**src/common/scrb_map.vh**
```
// Register offsets, field positions and reset values for the serial readback bank
`ifndef SCRB_MAP_VH
`define SCRB_MAP_VH

// Byte offsets of read-back registers (read-only)
`define SCRB_OFF_TC_LOW 8'h00
`define SCRB_OFF_TC_HIGH 8'h04
`define SCRB_OFF_FEAT_RB 8'h08
`define SCRB_OFF_INT_EN_RB 8'h0c
// Byte offsets of write registers that feed the read-backs
`define SCRB_OFF_TC_LOW_WR 8'h10
`define SCRB_OFF_TC_HIGH_WR 8'h14
`define SCRB_OFF_FEAT_WR 8'h18
`define SCRB_OFF_INT_EN_WR 8'h1c
// Clock-loss and loop status, readable directly
`define SCRB_OFF_CLK_LOOP 8'h20

// Field positions
`define SCRB_FEAT_EXT_READ 6
`define SCRB_FEAT_UNUSED 7
`define SCRB_FEAT_TX_FIFO_LVL 5
`define SCRB_FEAT_REQ_TIMING 4
`define SCRB_FEAT_RX_FIFO_LVL 3
`define SCRB_FEAT_AUTO_RTS_OFF 2
`define SCRB_FEAT_AUTO_MSG_END_RST 1
`define SCRB_FEAT_AUTO_TX_FLAG 0
`define SCRB_IE_BREAK_ABORT 7
`define SCRB_IE_TX_UNDERRUN 6
`define SCRB_IE_CLEAR_TO_SEND 5
`define SCRB_IE_SYNC_HUNT 4
`define SCRB_IE_CARRIER_DETECT 3
`define SCRB_IE_SDLC_FIFO 2
`define SCRB_IE_ZERO_COUNT 1
`define SCRB_IE_EXT_FEATURE 0

// Reset values of registers that have a defined reset
`define SCRB_FEAT_RESET 7'h20

`endif

```
**src/hw/scrb_regs.v**
```verilog
// Read-back register bank of one serial channel, reached over classic Wishbone
//
// Local design decisions: the Wishbone register port and the address map.
`timescale 1ns/10ps
`include "scrb_map.vh"

module scrb_regs #(
	parameter AW = 8
) (
	// Clock and reset
	input wire clk_i,
	input wire rst_i,
	// Wishbone slave
	input wire cyc_i,
	input wire stb_i,
	input wire we_i,
	input wire [AW-1:0] adr_i,
	input wire [3:0] sel_i,
	input wire [31:0] dat_i,
	output reg [31:0] dat_o,
	output reg ack_o,
	output wire err_o,
	// Clock-loss and loop status from the channel
	input wire [7:0] clk_loop_status_i,
	// Programmed settings towards the channel
	output wire [15:0] time_const_o,
	output wire [6:0] feature_ctrl_o,
	output wire [7:0] ext_int_enable_o
);

	// Bus answer sequencer states
	localparam ST_IDLE = 1'b0;
	localparam ST_ANSWER = 1'b1;

	// Request qualification
	reg state_q;
	reg state_d;
	wire req;
	wire req_wr;
	wire req_rd;
	wire lane0_wr;

	// Address decode, one flag per slot
	wire hit_tc_low_rb;
	wire hit_tc_high_rb;
	wire hit_feat_rb;
	wire hit_int_en_rb;
	wire hit_tc_low_wr;
	wire hit_tc_high_wr;
	wire hit_feat_wr;
	wire hit_int_en_wr;
	wire hit_clk_loop;
	wire hit_any;

	// Write strobes into the stored settings
	wire wr_tc_low;
	wire wr_tc_high;
	wire wr_feat;
	wire wr_int_en;

	// Stored settings
	wire [7:0] tc_low_q;
	wire [7:0] tc_high_q;
	wire [7:0] int_en_q;
	reg [6:0] feat_q;
	reg [6:0] feat_d;

	// Feature fields, bit 6 down to bit 0
	wire feat_ext_read;
	wire feat_tx_fifo_lvl;
	wire feat_req_timing;
	wire feat_rx_fifo_lvl;
	wire feat_auto_rts_off;
	wire feat_auto_msg_end_rst;
	wire feat_auto_tx_flag;

	// Interrupt enable fields, bit 7 down to bit 0
	wire ie_break_abort;
	wire ie_tx_underrun;
	wire ie_clear_to_send;
	wire ie_sync_hunt;
	wire ie_carrier_detect;
	wire ie_sdlc_fifo;
	wire ie_zero_count;
	wire ie_ext_feature;

	// Read path
	wire [7:0] tc_low_view;
	wire [7:0] tc_high_view;
	wire [7:0] feat_view;
	wire [7:0] feat_slot;
	wire [7:0] int_en_view;
	reg [7:0] rd_byte_d;
	reg [31:0] dat_d;
	reg ack_d;

	// One request per answer: a held strobe is not taken again while ack stands
	always @* begin
		state_d = state_q;
		case (state_q)
		ST_IDLE: begin
			if (cyc_i && stb_i) begin
				state_d = ST_ANSWER;
			end
		end
		ST_ANSWER: begin
			state_d = ST_IDLE;
		end
		default: begin
			state_d = ST_IDLE;
		end
		endcase
	end

	always @(posedge clk_i) begin
		if (rst_i) begin
			state_q <= ST_IDLE;
		end else begin
			state_q <= state_d;
		end
	end

	assign req = cyc_i & stb_i & (state_q == ST_IDLE);
	assign req_wr = req & we_i;
	assign req_rd = req & ~we_i;
	assign lane0_wr = req_wr & sel_i[0];
	assign err_o = 1'b0;

	// Slot decode on the byte address
	assign hit_tc_low_rb = (adr_i == `SCRB_OFF_TC_LOW);
	assign hit_tc_high_rb = (adr_i == `SCRB_OFF_TC_HIGH);
	assign hit_feat_rb = (adr_i == `SCRB_OFF_FEAT_RB);
	assign hit_int_en_rb = (adr_i == `SCRB_OFF_INT_EN_RB);
	assign hit_tc_low_wr = (adr_i == `SCRB_OFF_TC_LOW_WR);
	assign hit_tc_high_wr = (adr_i == `SCRB_OFF_TC_HIGH_WR);
	assign hit_feat_wr = (adr_i == `SCRB_OFF_FEAT_WR);
	assign hit_int_en_wr = (adr_i == `SCRB_OFF_INT_EN_WR);
	assign hit_clk_loop = (adr_i == `SCRB_OFF_CLK_LOOP);
	assign hit_any = hit_tc_low_rb | hit_tc_high_rb | hit_feat_rb | hit_int_en_rb |
		hit_tc_low_wr | hit_tc_high_wr | hit_feat_wr | hit_int_en_wr | hit_clk_loop;

	// Only write-register offsets strobe; read-back offsets ignore writes
	assign wr_tc_low = lane0_wr & hit_tc_low_wr;
	assign wr_tc_high = lane0_wr & hit_tc_high_wr;
	assign wr_feat = lane0_wr & hit_feat_wr;
	assign wr_int_en = lane0_wr & hit_int_en_wr;

	// Time-constant and enable mirrors have no reset
	scrb_mirror_reg #(
		.W(8)
	) u_tc_low (
		.clk_i(clk_i),
		.wr_i(wr_tc_low),
		.dat_i(dat_i[7:0]),
		.q_o(tc_low_q)
	);

	scrb_mirror_reg #(
		.W(8)
	) u_tc_high (
		.clk_i(clk_i),
		.wr_i(wr_tc_high),
		.dat_i(dat_i[7:0]),
		.q_o(tc_high_q)
	);

	scrb_mirror_reg #(
		.W(8)
	) u_int_en (
		.clk_i(clk_i),
		.wr_i(wr_int_en),
		.dat_i(dat_i[7:0]),
		.q_o(int_en_q)
	);

	// Feature register resets with extended read disabled
	always @* begin
		feat_d = feat_q;
		if (wr_feat) begin
			feat_d = dat_i[6:0];
		end
	end

	always @(posedge clk_i) begin
		if (rst_i) begin
			feat_q <= `SCRB_FEAT_RESET;
		end else begin
			feat_q <= feat_d;
		end
	end

	// Named feature fields
	assign feat_ext_read = feat_q[`SCRB_FEAT_EXT_READ];
	assign feat_tx_fifo_lvl = feat_q[`SCRB_FEAT_TX_FIFO_LVL];
	assign feat_req_timing = feat_q[`SCRB_FEAT_REQ_TIMING];
	assign feat_rx_fifo_lvl = feat_q[`SCRB_FEAT_RX_FIFO_LVL];
	assign feat_auto_rts_off = feat_q[`SCRB_FEAT_AUTO_RTS_OFF];
	assign feat_auto_msg_end_rst = feat_q[`SCRB_FEAT_AUTO_MSG_END_RST];
	assign feat_auto_tx_flag = feat_q[`SCRB_FEAT_AUTO_TX_FLAG];

	// Named enable fields
	assign ie_break_abort = int_en_q[`SCRB_IE_BREAK_ABORT];
	assign ie_tx_underrun = int_en_q[`SCRB_IE_TX_UNDERRUN];
	assign ie_clear_to_send = int_en_q[`SCRB_IE_CLEAR_TO_SEND];
	assign ie_sync_hunt = int_en_q[`SCRB_IE_SYNC_HUNT];
	assign ie_carrier_detect = int_en_q[`SCRB_IE_CARRIER_DETECT];
	assign ie_sdlc_fifo = int_en_q[`SCRB_IE_SDLC_FIFO];
	assign ie_zero_count = int_en_q[`SCRB_IE_ZERO_COUNT];
	assign ie_ext_feature = int_en_q[`SCRB_IE_EXT_FEATURE];

	// Byte views of each read-back
	assign tc_low_view = tc_low_q;
	assign tc_high_view = tc_high_q;
	assign feat_view = {1'b0, feat_ext_read, feat_tx_fifo_lvl, feat_req_timing,
		feat_rx_fifo_lvl, feat_auto_rts_off, feat_auto_msg_end_rst, feat_auto_tx_flag};
	assign feat_slot = feat_ext_read ? feat_view : clk_loop_status_i;
	assign int_en_view = {ie_break_abort, ie_tx_underrun, ie_clear_to_send, ie_sync_hunt,
		ie_carrier_detect, ie_sdlc_fifo, ie_zero_count, ie_ext_feature};

	// Read multiplexer; write registers read back their stored value
	always @* begin
		rd_byte_d = 8'h00;
		case (adr_i)
		`SCRB_OFF_TC_LOW: begin
			rd_byte_d = tc_low_view;
		end
		`SCRB_OFF_TC_LOW_WR: begin
			rd_byte_d = tc_low_view;
		end
		`SCRB_OFF_TC_HIGH: begin
			rd_byte_d = tc_high_view;
		end
		`SCRB_OFF_TC_HIGH_WR: begin
			rd_byte_d = tc_high_view;
		end
		`SCRB_OFF_FEAT_RB: begin
			rd_byte_d = feat_slot;
		end
		`SCRB_OFF_FEAT_WR: begin
			rd_byte_d = feat_view;
		end
		`SCRB_OFF_INT_EN_RB: begin
			rd_byte_d = int_en_view;
		end
		`SCRB_OFF_INT_EN_WR: begin
			rd_byte_d = int_en_view;
		end
		`SCRB_OFF_CLK_LOOP: begin
			rd_byte_d = clk_loop_status_i;
		end
		default: begin
			rd_byte_d = 8'h00;
		end
		endcase
	end

	// Data holds until the next request; writes and unmapped reads return zero
	always @* begin
		ack_d = req;
		dat_d = dat_o;
		if (req_rd && hit_any) begin
			dat_d = {24'h000000, rd_byte_d};
		end else if (req) begin
			dat_d = 32'h00000000;
		end
	end

	always @(posedge clk_i) begin
		if (rst_i) begin
			ack_o <= 1'b0;
			dat_o <= 32'h00000000;
		end else begin
			ack_o <= ack_d;
			dat_o <= dat_d;
		end
	end

	assign time_const_o = {tc_high_q, tc_low_q};
	assign feature_ctrl_o = feat_q;
	assign ext_int_enable_o = int_en_q;

endmodule

// Settings mirror without reset, holds its value until software writes it
module scrb_mirror_reg #(
	parameter W = 8
) (
	// Clock
	input wire clk_i,
	// Write port
	input wire wr_i,
	input wire [W-1:0] dat_i,
	// Stored value
	output wire [W-1:0] q_o
);

	reg [W-1:0] val_q;

	// No reset: the value is undefined until the first write
	always @(posedge clk_i) begin
		if (wr_i) begin
			val_q <= dat_i;
		end
	end

	assign q_o = val_q;

endmodule

```
**config.mk**
```make
export PLATFORM = sky130hd
export DESIGN_NAME = scrb_regs
export DESIGN_NICKNAME = d
export VERILOG_FILES = /design/src/hw/scrb_regs.v
export VERILOG_INCLUDE_DIRS = /design/src /design/src/common
export SDC_FILE = /design/constraint.sdc
export NUM_CORES = 1
export LEC_CHECK = 0
export ABC_CLOCK_PERIOD_IN_PS = 3750
export BUFFER_PORTS_ARGS = -buffer_cell sky130_fd_sc_hd__clkbuf_2
export CAP_MARGIN = 40
export CORE_MARGIN = 5
export CORE_UTILIZATION = 43
export CTS_CLUSTER_DIAMETER = 40
export CTS_CLUSTER_SIZE = 12
export DETAILED_ROUTE_END_ITERATION = 8
export PLACE_DENSITY = 0.87
export SETUP_SLACK_MARGIN = 0.4
export SLEW_MARGIN = 10
export SYNTH_ARGS = -nofsm -noshare
export SYNTH_HDL_FRONTEND = slang
export SYNTH_SLANG_ARGS = --single-unit
```
**constraint.sdc**
```tcl
create_clock -name clk_i -period 3.75 [get_ports clk_i]
set_clock_uncertainty 0.1 [all_clocks]
set_input_delay 0.9375 -clock clk_i [delete_from_list [all_inputs] [get_ports clk_i]]
set_output_delay 0.9375 -clock clk_i [all_outputs]
set_load 0.02 [all_outputs]
```
==> impl_metrics.csv <==
group,metric,value,unit
outcome,outcome,"complete, no violations",
die,die_h,78.1,µm
synth,synth_edf_count,24,
sta,fin_ws,0.797,ns
global_route,grt_start_max_net_pins,29,
cells_and_area,drive_gt1_share,36.5,%
cells_and_area,final_util,55.5,%
cells_and_area,antenna_cells,0,
sta,fin_setup_tns,0,ns
synth,yosysUniqueCellTypes,36,
critical_path,r2r_start,"state_q",
clocking,numCtsBuffers,5,
cells_and_area,num-nets-final,308,
sta,finalHoldViolCount,0,
sta,holdWs,0.359,ns
detailed_routing,route.met2.wl,2430,µm
critical_path,endpoint,"u_tc_high.q_o[1]",
synth,synthArstFlopShare,0,%
detailed_routing,drt_iter0_drc,65,
die,coreArea,4410,µm²
critical_path,critPathMaxFanout,4,
critical_path,ff2ff_setup_slack,1.50,ns
detailed_routing,met1Wirelength,1860,µm
critical_path,worstSetupStartpointType,"input port",
clocking,htree_num_levels,2,
sta,rsz0062_at_grt,"no",
critical_path,crit_arrival,2.86,ns
detailed_routing,vias_per_cell,5.02,
clocking,cts_sinks,41,
hold_path,hp-class,"reg2reg",
global_route,overflow,0,
detailed_routing,routed-via-count,1525,
detailed_routing,dr.max_layer_used,"met4",
detailed_routing,drc_errors,0,
die,start_util,45.2,%
die,io_pins,122,
die,dieArea,6100,µm²
cells_and_area,final_common_cell,"clkbuf_2",
critical_path,path_class,"in2reg",
critical_path,endpoint_kind,"register",
placed_design,dpl.hpwl,3880,µm
critical_path,r2r_cells,4,
power,ir_drop,0.289,mV
synth,avgSynthCellArea,11.1,µm²
clocking,post_cts_buffers,0,
sta,drv_slew,0,
cells_and_area,area_growth,22.9,%
sta,period_share,78.8,%
global_route,grt_use_total,15.7,%
run,max_cap_viol_count,0,
synth,synth_flop_cell,"edfxtp_1",
detailed_routing,wl_met3,515,µm
global_route,antenna_found_initial,0,
die,rows,24,
detailed_routing,wl_per_cell,16.0,µm
clocking,clkTransAtPathRegs,0.07,ns
synth,ys_ff_latch,41,
synth,syn_inst,179,
sta,max_freq,339,MHz
placed_design,gp_congestion,0.747,
detailed_routing,drtPass1Iterations,4,
critical_path,worstSetupStartpoint,"adr_i[7]",
clocking,cts-root-buf,"clkbuf_8",
synth,seq_area_frac_synth,53.2,%
clocking,clockBufferDepth,2,
detailed_routing,wirelength,4860,µm
cells_and_area,layout_common_cells,"clkbuf_2 (69), conb_1 (25), edfxtp_1 (24), dfxtp_1 (17), nand2_1 (13)",
synth,syn_area,1990,µm²
critical_path,r2r-end,"u_tc_high.q_o[1]",
clocking,clk_latency,0.29,ns
sta,setup_violations,0,
global_route,first_global_vias,1539,
placed_design,pre_cts_slack,0.499,ns
critical_path,cp.required,3.65,ns
power,p_total,0.977,mW
global_route,grt_first_pass_wirelength,7460,µm
synth,ys_warn_count,0,
sta,period_needed,2.95,ns
die,die_x,78.1,µm
power,p_per_area,399,nW/µm²
clocking,cts_hold_buf,0,
detailed_routing,detail-route-antenna-nets,0,
clocking,post_cts_resized,0,
placed_design,portBuffers,69,
clocking,cts_tree,"yes",
power,p_leak,1.06,nW
sta,worst_slew_pin_slew,0.712,ns
sta,max_slew_margin,52.5,%
per-stage QoR:
step                cell area, µm²  cells
finish                        2450    304
global route                  2450    304
CTS                           2450    304
detailed placement            2320    296
global placement              2320    296
floorplan                     2080    203
report_power, final:
part           internal (mW)  switching (mW)  leakage [nW]
Sequential             0.476        0.000298         0.353
Combinational         0.0306          0.0603         0.642
Clock                  0.264           0.145        0.0681
state kept, by name, summed over array words and instances (netlist names):
signal	count
dat_o	8
u_int_en.q_o	8
u_tc_high.q_o	8
u_tc_low.q_o	8
feature_ctrl_o	7
ack_o	1
state_q	1
kinds of logic after synthesis:
family                    after synthesis  share of synthesized area (%)
AOI/OAI and AO/OA                      31                           9.23
xor gates and xnor gates                1                          0.440
and+or+nand+nor                        54                           15.6
other                                   1                          0.188
muxes                                  16                           9.98
DFF                                    41                           53.2
buffers and inverters                  35                           11.4
cells in the mapped netlist, types with 3 or more instances:
library cell	n	area (µm²)
a21oi_1	8	40.0
a2bb2oi_1	4	35.0
a31oi_1	4	25.0
buf_4	25	188
clkbuf_1	6	22.5
dfxtp_1	17	340
edfxtp_1	24	721
mux2i_1	12	120
mux4_2	3	67.6
nand2_1	13	48.8
nand2b_1	6	37.5
nand3b_1	6	45.0
nor2_1	12	45.0
o21ai_0	12	60.1
final cells by class:
cell class,instances,area [µm²]
inverter,1,3.75
multi-input combinational,127,796
clock inverter,3,65.1
timing repair buffer,75,390
fill,402,1960
clock buffer,5,68.8
sequential,41,1060
tap,52,65.1
worst min path at each step:
stage | to | slack, ns | cells past startpoint | from
final | dat_o[7] | 0.36 | 2 | dat_o[7]
after global routing | dat_o[4] | 0.39 | 2 | dat_o[4]
after CTS | dat_o[7] | 0.36 | 2 | dat_o[7]
after detailed placement | dat_o[7] | 0.34 | 2 | dat_o[7]
after global placement | dat_o[1] | 0.34 | 2 | dat_o[1]
after floorplan | ack_o | 0.41 | 2 | state_q
critical path, stage by stage:
cell and delay, ns:
clkbuf_2 0.08, or4_4 0.53, or3_4 0.43, nor3b_1 0.61
buf_4 0.26
layer usage:
| layer | track usage, % | vias up |
|---|---|---|
| li1 | - | 741 |
| met1 | 16.7 | 701 |
| met2 | 28.2 | 77 |
| met3 | 5.72 | 6 |
| met4 | 5.57 | 0 |
| met5 | 0 | - |
(Power assumes the default switching activity.)
